<file path="config.mk">
export PLATFORM = sky130hd
export DESIGN_NAME = tmw_top
export DESIGN_NICKNAME = d
export VERILOG_FILES = /design/src/core/tmw_pkg.sv /design/src/core/tmw_prescaler.sv /design/src/core/tmw_top.sv
export VERILOG_INCLUDE_DIRS = /design/src /design/src/core
export SDC_FILE = /design/constraint.sdc
export NUM_CORES = 1
export LEC_CHECK = 0
export ABC_CLOCK_PERIOD_IN_PS = 2200
export BUFFER_PORTS_ARGS = -buffer_cell sky130_fd_sc_hd__buf_2
export CORE_MARGIN = 2
export CORE_UTILIZATION = 40
export DETAILED_ROUTE_END_ITERATION = 8
export GPL_ROUTABILITY_DRIVEN = 0
export PLACE_DENSITY_LB_ADDON = 0.05
export SLEW_MARGIN = 40
export SYNTH_ARGS = -nofsm -noshare
export SYNTH_HDL_FRONTEND = slang
export SYNTH_SLANG_ARGS = --single-unit
</file>
<file path="constraint.sdc">
create_clock -name CORE_CLK -period 2.2 [get_ports CORE_CLK]
set_input_delay 0.11 -clock CORE_CLK [delete_from_list [all_inputs] [get_ports CORE_CLK]]
set_output_delay 0.11 -clock CORE_CLK [all_outputs]
set_load 0.01 [all_outputs]
</file>
<file path="src/core/tmw_defines.svh">
/*
  Constants of the 8-bit timer waveform block: register offsets, field
  positions, count limits and timing figures.
  Assumes inclusion by bare name from the core/ folder.
*/
// Behaviour
// - clear-on-match mode: count clears at compare A
// - compare A unbuffered there; missed match wraps
// - clear-on-match: compare flag set each period
// - toggle action inverts output on every match
// - pin shows output only when direction out
// - toggle period is 2*N*(1+compare) clocks
// - clear-on-match: wrap flag at max to zero
// - fast pwm counts bottom to top, restarts
// - fast pwm clears count one tick after top
// - fast pwm: clear on match, set at bottom
// - action two non-inverted, three inverted pwm
// - fast pwm sets wrap flag at top
// - fast pwm fixed top period N*256 clocks
// - fast pwm extreme compare: spike or constant
// - fast pwm toggle action, buffered compare
// - phase correct counts up then down
// - phase correct holds top one tick, reverses
// - phase correct: clear up-match, set down-match
// - phase correct wrap flag at bottom, N*510 at fixed top
// - phase correct extremes give constant levels
// - leaving max compare gives transition at bottom
// - start above compare still transitions at bottom
// - action zero leaves output unchanged
// - compare flag set on tick after equality
// - pwm compare buffered, others written directly
`ifndef TMW_DEFINES_SVH
`define TMW_DEFINES_SVH

// ----------------------------------------
// register offsets
// ----------------------------------------
`define TMW_OFS_CONTROL   8'h00
`define TMW_OFS_COUNT     8'h04
`define TMW_OFS_COMPARE_A 8'h08
`define TMW_OFS_FLAGS     8'h0C
`define TMW_OFS_PIN       8'h10

// ----------------------------------------
// field positions
// ----------------------------------------
`define TMW_CTL_MODE_LSB   0
`define TMW_CTL_ACTION_LSB 4
`define TMW_CTL_CLKSEL_LSB 8
`define TMW_FLG_COMPARE    0
`define TMW_FLG_WRAP       1
`define TMW_PIN_DIR        0
`define TMW_PIN_DATA       1

// ----------------------------------------
// values
// ----------------------------------------
`define TMW_BOTTOM      8'h00
`define TMW_MAX         8'hFF
`define TMW_CLK_NS      4
`define TMW_PRE_WIDTH   10

`endif

</file>
<file path="src/core/tmw_pkg.sv">
/*
  Types shared by the timer waveform block.
  Assumes nothing beyond a SystemVerilog compiler.
*/
package tmw_pkg;
  typedef logic [7:0]  tmw_addr_t;
  typedef logic [15:0] tmw_data_t;
  typedef logic [7:0]  tmw_count_t;

  typedef enum logic [2:0] {
    TMW_MODE_NORMAL   = 3'h0,
    TMW_MODE_PC_FIXED = 3'h1,
    TMW_MODE_CLEAR    = 3'h2,
    TMW_MODE_FAST_FIX = 3'h3,
    TMW_MODE_RSV4     = 3'h4,
    TMW_MODE_PC_CMP   = 3'h5,
    TMW_MODE_RSV6     = 3'h6,
    TMW_MODE_FAST_CMP = 3'h7
  } tmw_mode_t;

  typedef enum logic [1:0] {
    TMW_ACT_NONE   = 2'h0,
    TMW_ACT_TOGGLE = 2'h1,
    TMW_ACT_NONINV = 2'h2,
    TMW_ACT_INV    = 2'h3
  } tmw_action_t;
endpackage : tmw_pkg

</file>
<file path="src/core/tmw_prescaler.sv">
/*
  Timer tick generator: divides the core clock by 1, 8, 32, 64, 128, 256
  or 1024, or stops.
  Assumes an active-low reset from the top module, asserted asynchronously and released on the clock.
*/
`timescale 1ns/1ps
`default_nettype none
`include "tmw_defines.svh"

module tmw_prescaler (
  // clock and reset
  input  wire logic       clk,
  input  wire logic       rst_n,
  // selection and tick
  input  wire logic [2:0] sel,
  output logic            tick
);
  import tmw_pkg::*;

  logic [`TMW_PRE_WIDTH-1:0] div_count;

  // ----------------------------------------
  // divider mask per selection
  // ----------------------------------------
  function automatic logic [`TMW_PRE_WIDTH-1:0] sel_mask(input logic [2:0] s);
    unique case (s)
      3'h2:    sel_mask = 10'h007;
      3'h3:    sel_mask = 10'h01F;
      3'h4:    sel_mask = 10'h03F;
      3'h5:    sel_mask = 10'h07F;
      3'h6:    sel_mask = 10'h0FF;
      3'h7:    sel_mask = 10'h3FF;
      default: sel_mask = 10'h000;
    endcase
  endfunction : sel_mask

  always_ff @(posedge clk or negedge rst_n) begin
    if (!rst_n) begin
      div_count <= '0;
    end else begin
      div_count <= div_count + 10'h001;
    end
  end

  always_ff @(posedge clk or negedge rst_n) begin
    if (!rst_n) begin
      tick <= 1'b0;
    end else begin
      tick <= (sel != 3'h0) && ((div_count & sel_mask(sel)) == sel_mask(sel));
    end
  end
endmodule : tmw_prescaler
`default_nettype wire

</file>
<file path="src/core/tmw_top.sv">
/*
  8-bit timer waveform generator: clear-on-match, fast pwm and phase
  correct pwm counting, compare and wrap flags, one waveform output pin.
  Assumes a register master on CORE_CLK with one-cycle strobes and an
  external load on the pin.
*/
`timescale 1ns/1ps
`default_nettype none
`include "tmw_defines.svh"

module tmw_top (
  // clock and reset
  input  wire logic              CORE_CLK,
  input  wire logic              RST_N,
  // register port
  input  wire tmw_pkg::tmw_addr_t BUS_ADDR,
  input  wire tmw_pkg::tmw_data_t BUS_WDATA,
  input  wire logic              BUS_WR,
  input  wire logic              BUS_RD,
  output var  tmw_pkg::tmw_data_t BUS_RDATA,
  // waveform pin
  output logic                   WAVE_PIN_O,
  output logic                   WAVE_PIN_OE,
  // status levels
  output logic                   COMPARE_A_FLAG,
  output logic                   WRAP_FLAG
);
  import tmw_pkg::*;

  // ----------------------------------------
  // reset release
  // ----------------------------------------
  logic [1:0] rst_sync;
  logic       rst_n;

  always_ff @(posedge CORE_CLK or negedge RST_N) begin
    if (!RST_N) begin
      rst_sync <= 2'b00;
    end else begin
      rst_sync <= {rst_sync[0], 1'b1};
    end
  end
  assign rst_n = rst_sync[1];

  // ----------------------------------------
  // state
  // ----------------------------------------
  tmw_mode_t   waveform_mode_field;
  tmw_action_t output_action_a_field;
  logic [2:0]  clock_select;
  tmw_count_t  count_value;
  tmw_count_t  compare_a_value;
  tmw_count_t  compare_a_buffer;
  logic        compare_a_flag;
  logic        wrap_flag;
  logic        wave_out_a;
  logic        pin_dir;
  logic        pin_data;
  logic        count_up;
  logic        block_match;
  logic        up_match_seen;
  logic        need_fix;
  logic        tick;

  logic        wr_control;
  logic        wr_count;
  logic        wr_compare;
  logic        wr_flags;
  logic        wr_pin;
  logic        is_fast;
  logic        is_pc;
  logic        is_clear;
  tmw_count_t  top_value;
  logic        at_top;
  logic        at_bottom;
  logic        match;
  logic        eff_up;
  logic        fast_wrap;
  logic        pc_turn_top;
  logic        pc_turn_bottom;
  logic        pc_fix;
  tmw_count_t  next_count;

  tmw_prescaler u_prescaler (
    .clk   (CORE_CLK),
    .rst_n (rst_n),
    .sel   (clock_select),
    .tick  (tick)
  );

  // ----------------------------------------
  // decode
  // ----------------------------------------
  function automatic logic hit(input tmw_addr_t a, input tmw_addr_t ofs);
    hit = (a == ofs);
  endfunction : hit

  assign wr_control = BUS_WR && hit(BUS_ADDR, `TMW_OFS_CONTROL);
  assign wr_count   = BUS_WR && hit(BUS_ADDR, `TMW_OFS_COUNT);
  assign wr_compare = BUS_WR && hit(BUS_ADDR, `TMW_OFS_COMPARE_A);
  assign wr_flags   = BUS_WR && hit(BUS_ADDR, `TMW_OFS_FLAGS);
  assign wr_pin     = BUS_WR && hit(BUS_ADDR, `TMW_OFS_PIN);

  assign is_fast  = (waveform_mode_field == TMW_MODE_FAST_FIX) ||
                    (waveform_mode_field == TMW_MODE_FAST_CMP);
  assign is_pc    = (waveform_mode_field == TMW_MODE_PC_FIXED) ||
                    (waveform_mode_field == TMW_MODE_PC_CMP);
  assign is_clear = (waveform_mode_field == TMW_MODE_CLEAR);

  // top is compare A in modes 2, 5 and 7, else fixed max
  assign top_value = ((waveform_mode_field == TMW_MODE_CLEAR) ||
                      (waveform_mode_field == TMW_MODE_PC_CMP) ||
                      (waveform_mode_field == TMW_MODE_FAST_CMP)) ?
                     compare_a_value : `TMW_MAX;
  assign at_top    = (count_value == top_value);
  assign at_bottom = (count_value == `TMW_BOTTOM);
  // equality acts on the tick that ends the matching cycle
  assign match     = tick && !block_match && !wr_count &&
                     (count_value == compare_a_value);
  // a match at top counts as down, at bottom as up
  assign eff_up    = at_bottom ? 1'b1 : (at_top ? 1'b0 : count_up);
  assign fast_wrap      = tick && is_fast && at_top && !wr_count;
  assign pc_turn_top    = tick && is_pc && count_up && at_top && !wr_count;
  assign pc_turn_bottom = tick && is_pc && !count_up && at_bottom && !wr_count;
  assign pc_fix         = pc_turn_bottom && need_fix && (compare_a_value != top_value);

  // ----------------------------------------
  // control registers
  // ----------------------------------------
  always_ff @(posedge CORE_CLK or negedge rst_n) begin
    if (!rst_n) begin
      waveform_mode_field   <= TMW_MODE_NORMAL;
      output_action_a_field <= TMW_ACT_NONE;
      clock_select          <= 3'h0;
    end else if (wr_control) begin
      waveform_mode_field   <= tmw_mode_t'(BUS_WDATA[`TMW_CTL_MODE_LSB +: 3]);
      output_action_a_field <= tmw_action_t'(BUS_WDATA[`TMW_CTL_ACTION_LSB +: 2]);
      clock_select          <= BUS_WDATA[`TMW_CTL_CLKSEL_LSB +: 3];
    end
  end

  always_ff @(posedge CORE_CLK or negedge rst_n) begin
    if (!rst_n) begin
      pin_dir  <= 1'b0;
      pin_data <= 1'b0;
    end else if (wr_pin) begin
      pin_dir  <= BUS_WDATA[`TMW_PIN_DIR];
      pin_data <= BUS_WDATA[`TMW_PIN_DATA];
    end
  end

  // ----------------------------------------
  // compare register and its buffer
  // ----------------------------------------
  always_ff @(posedge CORE_CLK or negedge rst_n) begin
    if (!rst_n) begin
      compare_a_buffer <= 8'h00;
    end else if (wr_compare) begin
      compare_a_buffer <= BUS_WDATA[7:0];
    end
  end

  always_ff @(posedge CORE_CLK or negedge rst_n) begin
    if (!rst_n) begin
      compare_a_value <= 8'h00;
    end else if (!is_fast && !is_pc) begin
      if (wr_compare) begin
        compare_a_value <= BUS_WDATA[7:0];
      end else begin
        compare_a_value <= compare_a_buffer;
      end
    end else if (fast_wrap || pc_turn_top) begin
      compare_a_value <= compare_a_buffer;
    end
  end

  // ----------------------------------------
  // counter
  // ----------------------------------------
  always_comb begin
    next_count = count_value;
    if (is_clear) begin
      next_count = at_top ? `TMW_BOTTOM : count_value + 8'h01;
    end else if (is_fast) begin
      next_count = at_top ? `TMW_BOTTOM : count_value + 8'h01;
    end else if (is_pc) begin
      if (count_up) begin
        next_count = at_top ? count_value - 8'(!at_bottom) : count_value + 8'h01;
      end else begin
        next_count = at_bottom ? count_value + 8'h01 : count_value - 8'h01;
      end
    end else begin
      next_count = count_value + 8'h01;
    end
  end

  always_ff @(posedge CORE_CLK or negedge rst_n) begin
    if (!rst_n) begin
      count_value <= 8'h00;
    end else if (wr_count) begin
      count_value <= BUS_WDATA[7:0];
    end else if (tick) begin
      count_value <= next_count;
    end
  end

  always_ff @(posedge CORE_CLK or negedge rst_n) begin
    if (!rst_n) begin
      count_up <= 1'b1;
    end else if (!is_pc) begin
      count_up <= 1'b1;
    end else if (pc_turn_top && !at_bottom) begin
      count_up <= 1'b0;
    end else if (pc_turn_bottom) begin
      count_up <= 1'b1;
    end
  end

  // a count write hides the next tick's match
  always_ff @(posedge CORE_CLK or negedge rst_n) begin
    if (!rst_n) begin
      block_match <= 1'b0;
    end else if (wr_count) begin
      block_match <= 1'b1;
    end else if (tick) begin
      block_match <= 1'b0;
    end
  end

  // ----------------------------------------
  // flags, set wins over clear
  // ----------------------------------------
  always_ff @(posedge CORE_CLK or negedge rst_n) begin
    if (!rst_n) begin
      compare_a_flag <= 1'b0;
    end else if (match) begin
      compare_a_flag <= 1'b1;
    end else if (wr_flags && BUS_WDATA[`TMW_FLG_COMPARE]) begin
      compare_a_flag <= 1'b0;
    end
  end

  always_ff @(posedge CORE_CLK or negedge rst_n) begin
    if (!rst_n) begin
      wrap_flag <= 1'b0;
    end else if (tick && !wr_count && !is_fast && !is_pc &&
                 count_value == `TMW_MAX) begin
      wrap_flag <= 1'b1;
    end else if (fast_wrap) begin
      wrap_flag <= 1'b1;
    end else if (pc_turn_bottom) begin
      wrap_flag <= 1'b1;
    end else if (wr_flags && BUS_WDATA[`TMW_FLG_WRAP]) begin
      wrap_flag <= 1'b0;
    end
  end

  // ----------------------------------------
  // phase correct symmetry tracking
  // ----------------------------------------
  always_ff @(posedge CORE_CLK or negedge rst_n) begin
    if (!rst_n) begin
      up_match_seen <= 1'b0;
      need_fix      <= 1'b0;
    end else if (pc_turn_top) begin
      up_match_seen <= 1'b0;
      need_fix      <= !up_match_seen;
    end else begin
      if (match && eff_up) begin
        up_match_seen <= 1'b1;
      end
      if (pc_turn_bottom) begin
        need_fix <= 1'b0;
      end
    end
  end

  // ----------------------------------------
  // waveform output register
  // ----------------------------------------
  always_ff @(posedge CORE_CLK or negedge rst_n) begin
    if (!rst_n) begin
      wave_out_a <= 1'b0;
    end else begin
      unique case (output_action_a_field)
        TMW_ACT_NONE: begin
          wave_out_a <= wave_out_a;
        end
        TMW_ACT_TOGGLE: begin
          if (match) begin
            wave_out_a <= !wave_out_a;
          end
        end
        TMW_ACT_NONINV, TMW_ACT_INV: begin
          // inv selects the set level for matches and bottom
          if (is_fast && fast_wrap) begin
            wave_out_a <= (output_action_a_field == TMW_ACT_NONINV);
          end else if (is_pc && pc_fix) begin
            wave_out_a <= (output_action_a_field == TMW_ACT_INV);
          end else if (match && is_pc) begin
            wave_out_a <= eff_up ^ (output_action_a_field == TMW_ACT_NONINV);
          end else if (match) begin
            wave_out_a <= (output_action_a_field == TMW_ACT_INV);
          end
        end
      endcase
    end
  end

  // ----------------------------------------
  // pin and status outputs
  // ----------------------------------------
  always_ff @(posedge CORE_CLK or negedge rst_n) begin
    if (!rst_n) begin
      WAVE_PIN_O  <= 1'b0;
      WAVE_PIN_OE <= 1'b0;
    end else begin
      WAVE_PIN_O  <= (output_action_a_field != TMW_ACT_NONE) ? wave_out_a : pin_data;
      WAVE_PIN_OE <= pin_dir;
    end
  end

  always_ff @(posedge CORE_CLK or negedge rst_n) begin
    if (!rst_n) begin
      COMPARE_A_FLAG <= 1'b0;
      WRAP_FLAG      <= 1'b0;
    end else begin
      COMPARE_A_FLAG <= compare_a_flag;
      WRAP_FLAG      <= wrap_flag;
    end
  end

  // ----------------------------------------
  // read port
  // ----------------------------------------
  always_ff @(posedge CORE_CLK or negedge rst_n) begin
    if (!rst_n) begin
      BUS_RDATA <= 16'h0000;
    end else if (!BUS_RD) begin
      BUS_RDATA <= 16'h0000;
    end else begin
      unique case (BUS_ADDR)
        `TMW_OFS_CONTROL:   BUS_RDATA <= {5'h00, clock_select, 2'h0,
                                          output_action_a_field, 1'b0,
                                          waveform_mode_field};
        `TMW_OFS_COUNT:     BUS_RDATA <= {8'h00, count_value};
        `TMW_OFS_COMPARE_A: BUS_RDATA <= {8'h00, compare_a_buffer};
        `TMW_OFS_FLAGS:     BUS_RDATA <= {14'h0000, wrap_flag, compare_a_flag};
        `TMW_OFS_PIN:       BUS_RDATA <= {14'h0000, pin_data, pin_dir};
        default:            BUS_RDATA <= 16'h0000;
      endcase
    end
  end

  // ----------------------------------------
  // assertions
  // ----------------------------------------
  property p_clear_at_match;
    @(posedge CORE_CLK) disable iff (!rst_n)
    (tick && is_clear && !wr_count && count_value == compare_a_value) |=> (count_value == 8'h00);
  endproperty
  a_clear_at_match: assert property (p_clear_at_match) else $error("count not cleared at match");

  property p_flag_after_match;
    @(posedge CORE_CLK) disable iff (!rst_n)
    match |=> compare_a_flag ##1 COMPARE_A_FLAG;
  endproperty
  a_flag_after_match: assert property (p_flag_after_match) else $error("compare flag missing");

  property p_toggle_on_match;
    @(posedge CORE_CLK) disable iff (!rst_n)
    (match && output_action_a_field == TMW_ACT_TOGGLE) |=> (wave_out_a != $past(wave_out_a));
  endproperty
  a_toggle_on_match: assert property (p_toggle_on_match) else $error("no toggle on match");

  property p_pin_direction;
    @(posedge CORE_CLK) disable iff (!rst_n)
    ##1 (WAVE_PIN_OE == $past(pin_dir));
  endproperty
  a_pin_direction: assert property (p_pin_direction) else $error("pin enable wrong");

  property p_fast_restart;
    @(posedge CORE_CLK) disable iff (!rst_n)
    fast_wrap |=> (count_value == 8'h00) && wrap_flag;
  endproperty
  a_fast_restart: assert property (p_fast_restart) else $error("fast pwm restart wrong");

  property p_pc_turn;
    @(posedge CORE_CLK) disable iff (!rst_n)
    (pc_turn_top && count_value != 8'h00 && !wr_control) |=> !count_up &&
      (count_value == $past(count_value) - 8'h01);
  endproperty
  a_pc_turn: assert property (p_pc_turn) else $error("phase turn at top wrong");

  property p_pc_wrap;
    @(posedge CORE_CLK) disable iff (!rst_n)
    pc_turn_bottom |=> wrap_flag && count_up;
  endproperty
  a_pc_wrap: assert property (p_pc_wrap) else $error("phase wrap flag missing");

  property p_fast_set_bottom;
    @(posedge CORE_CLK) disable iff (!rst_n)
    (fast_wrap && output_action_a_field == TMW_ACT_NONINV) |=> wave_out_a;
  endproperty
  a_fast_set_bottom: assert property (p_fast_set_bottom) else $error("no set at bottom");

  property p_buffer_hold;
    @(posedge CORE_CLK) disable iff (!rst_n)
    ((is_fast || is_pc) && !fast_wrap && !pc_turn_top && !wr_control) |=> $stable(compare_a_value);
  endproperty
  a_buffer_hold: assert property (p_buffer_hold) else $error("compare changed mid period");

  property p_none_holds;
    @(posedge CORE_CLK) disable iff (!rst_n)
    (output_action_a_field == TMW_ACT_NONE && !wr_control) |=> $stable(wave_out_a);
  endproperty
  a_none_holds: assert property (p_none_holds) else $error("output moved with no action");

  c_clear_match: cover property (@(posedge CORE_CLK) disable iff (!rst_n) match && is_clear);
  c_fast_wrap:   cover property (@(posedge CORE_CLK) disable iff (!rst_n) fast_wrap);
  c_pc_fix:      cover property (@(posedge CORE_CLK) disable iff (!rst_n) pc_fix);
endmodule : tmw_top
`default_nettype wire

</file>
==> out/qor.yml <==
clocking:
  cts_tree: "done"
  clock_sinks: 69
  cts_root_buffer: "clkbuf_8"
  cts_made_buffers: 9
  h-tree-depth: 3
  cts_buffer_depth: 2
  clk_latency_ns: 0.35
  clkSlewWorstSetupHoldPaths_ns: 0.08
final_layout:
  area_growth_pct: 36.7
  drive_above_1_share: 0.391
  finalCoreUtilization: 0.565
  fin_nets: 582
  antennaDiodeCount: 0
grt:
  grt.overflow.total: 0
  antenna_found_initial: 0
  grt_use_total: 0.229
  grt_pass1_vias: 3656
  grt_pass1_wl_mm: 19.4
  grt_start_max_net_pins: 55
die:
  io_pins: 48
  initial_core_util: 0.413
  rows: 36
  die_w_um: 105
  die_area_um2: 11000
  core_region_area_um2: 9820
  chipHeight_um: 105
placement:
  hpwl_mm: 9.00
  port_buffers: 37
route:
  vias: 3727
  vias_per_cell: 5.43
  drt_pass1_iterations: 6
  routedWlPerCell_um: 18.2
  routed_wl_mm: 12.5
  drcViolationCount: 0
  ant_nets: 0
  drt_iter0_drc: 215
sta:
  fin_ws_ns: -0.112
  slew_violations: 0
  clock_skew_ns: 0.00998
  hold_viol: 0
  setup_viol: 17
  worst_slew_pin_slew_ns: 0.565
  fin_tns_setup_ns: -1.16
  slew_headroom: 0.623
  rsz0062_at_grt: "true"
  fmax_mhz: 432
  holdWs_ns: 0.0345
  min_period_ns: 2.31
  finalCritPeriodShare: 1.05
pwr:
  ir_drop_uv: 557
  power_density_nw_per_um2: 771
  p_leak_nw: 2.44
logic_synthesis:
  ys_seq_elements: 69
  ys.warnings.count: 0
  synth_cells: 437
  yosysSeqAreaShare: 0.426
  ys_async_sr_fraction: 1.00
  syn_area_um2: 4060
  synth.largest_area_cell: "dfrtp_1"
  ys.flop_type: "dfrtp_1"
  synth_cell_type_count: 69
  synth.avg_cell_area_um2: 9.29
  synth_edf_count: 0
  synth.area.top_cells: "dfrtp_1, mux2_2, nor2_1"
  synth_top_area_frac: 0.419
run_status:
  status: "finished, violations left"
  failed_checks: "setup timing"
setup_path:
  cp_data_arrival_time_ns: 2.55
  crit_path_end_kind: "flop"
  crit_chain: "buf_6 > inv_4 > ha_4 > nor3b_4 > and2_4 > inv_4 > ha_4 > ha_4 > a21oi_1 > a21oi_2 > a31oi_2 > o31a_1 > o22ai_2"
  critPathLaunchType: "flop"
  cp_max_fo: 5
  cp.required_ns: 2.44
  path_class: "reg -> reg"
  crit_path_top_delay_cell: "dfrtp_1"
  crit_top_cell: "ha_4"
  critical-path-max-stage-delay_ns: 0.42
min_path:
  hp-class: "in -> reg"
job:
  max_cap_violations: 0
-- sequential cells by signal (all words and copies together) (netlist names), 2 cells and up --
name / flops
BUS_RDATA: 11
clock_select: 3
compare_a_buffer: 8
compare_a_value: 8
count_value: 8
output_action_a_field: 2
rst_sync: 2
u_prescaler.div_count: 10
waveform_mode_field: 3
-- final cells by class --
class                   count  area [um2]
inverters                  14        57.6
flip-flops and latches     69        1730
repair buffers            124         927
clock inverters             4        47.5
well taps                 133         166
clock buffers              12         145
multi-input cells         330        2470
fillers                   929        4270
-- worst max-delay path: cells and delay by family (launching register included) --
| family | cells | cell delay [ns] |
|---|---|---|
| AO/OA/AOI/OAI | 5 | 0.74 |
| adder cells (fa/ha/maj) | 3 | 0.44 |
| buffers and inverters | 3 | 0.24 |
| flip-flops | 1 | 0.42 |
| AND/OR/NAND/NOR | 2 | 0.37 |
-- cells in the mapped netlist (4+ instances only) --
master	instances
nand2_1	40
ha_1	6
o22ai_1	4
buf_2	4
a22oi_1	5
nor2b_1	10
nand4_1	6
o211ai_1	6
nor3_1	8
xnor2_1	12
nor2_1	46
mux2i_1	11
dfrtp_1	68
inv_1	14
mux2_2	18
a31oi_1	7
buf_4	6
nand3_1	14
o21ai_0	22
clkbuf_1	14
a21oi_1	31
xor2_1	9
o31ai_1	5
and3_1	7
-- cells in the final DEF (no fill, tap or decap), types with 4 or more instances in the layout --
cell	count
buf_4	71
dfrtp_1	65
nand2_1	38
nor2_1	38
buf_2	38
a21oi_1	21
o21ai_0	18
mux2_2	18
nand3_1	14
xnor2_1	12
a21oi_2	12
mux2i_1	11
inv_1	11
clkbuf_8	10
xor2_1	9
nor2b_1	8
nor2_4	8
buf_6	7
nand4_1	6
and3_1	6
nor3_1	6
o211ai_1	6
conb_1	6
a22oi_1	5
a31oi_1	5
o31ai_1	4
ha_4	4
dlygate4sd3_1	4
-- per-layer routing --
layer / wire [um] / part of all wire / GRT usage
met2: 5860 / 0.47 / 0.360
met1: 5580 / 0.45 / 0.306
met3: 673 / 0.054 / 0.0468
met4: 393 / 0.031 / 0.103
met5: 0 / 0 / 0
-- cell families after synthesis --
kind of cell	share of synthesized area
XOR/XNOR	0.0453
other	0.00185
AO/OA/AOI/OAI	0.182
multiplexers	0.0771
flip-flops	0.426
buffers and inverters	0.0512
adder cells (fa/ha/maj)	0.0185
AND/OR/NAND/NOR	0.199
-- where the power goes --
group	switching [W]	leakage [nW]	internal (W)	total, W
clock network	0.000496	0.0964	0.000552	0.00105
registers	0.000126	0.904	0.00137	0.00150
logic	0.000894	1.44	0.000834	0.00173
total	0.00152	2.44	0.00276	0.00427
-- through the flow --
stage,cells,setup slack (ns),area (um2),power (W)
2_1_floorplan,441,-0.00777,4120,0.00231
3_3_place_gp,652,-0.107,4870,0.00286
3_5_place_dp,652,-0.143,4870,0.00287
4_1_cts,678,-0.0274,5200,0.00402
5_1_grt,686,-0.229,5550,0.00450
6_report,686,-0.112,5550,0.00427
-- what timing repair did --
action,in CTS,in global routing
hold endpoints to repair,5,0
pin swaps,2,19
resized for setup,15,59
setup endpoints to repair,18,19
cloned,1,1
buffers inserted,5,8
hold buffers,4,0
-- final timing paths --
kind,start,to,slack [ns],cells past startpoint
max,count_value[1]$_DFFE_PN0P_,count_value[2]$_DFFE_PN0P_,-0.11,13
min,BUS_WDATA[3],compare_a_buffer[3]$_DFF_PN0_,0.03,2
max in group asynchronous,rst_sync[1]$_DFF_PN0_,count_up$_DFFE_PN1P_,1.39,1
min reg2reg,rst_sync[1]$_DFF_PN0_,compare_a_value[3]$_DFFE_PN0P_,0.16,0
max reg2reg,count_value[1]$_DFFE_PN0P_,count_value[2]$_DFFE_PN0P_,-0.11,13
min in group asynchronous,RST_N,rst_sync[0]$_DFF_PN0_,0.06,2
Power figures use the tool's default switching activity.
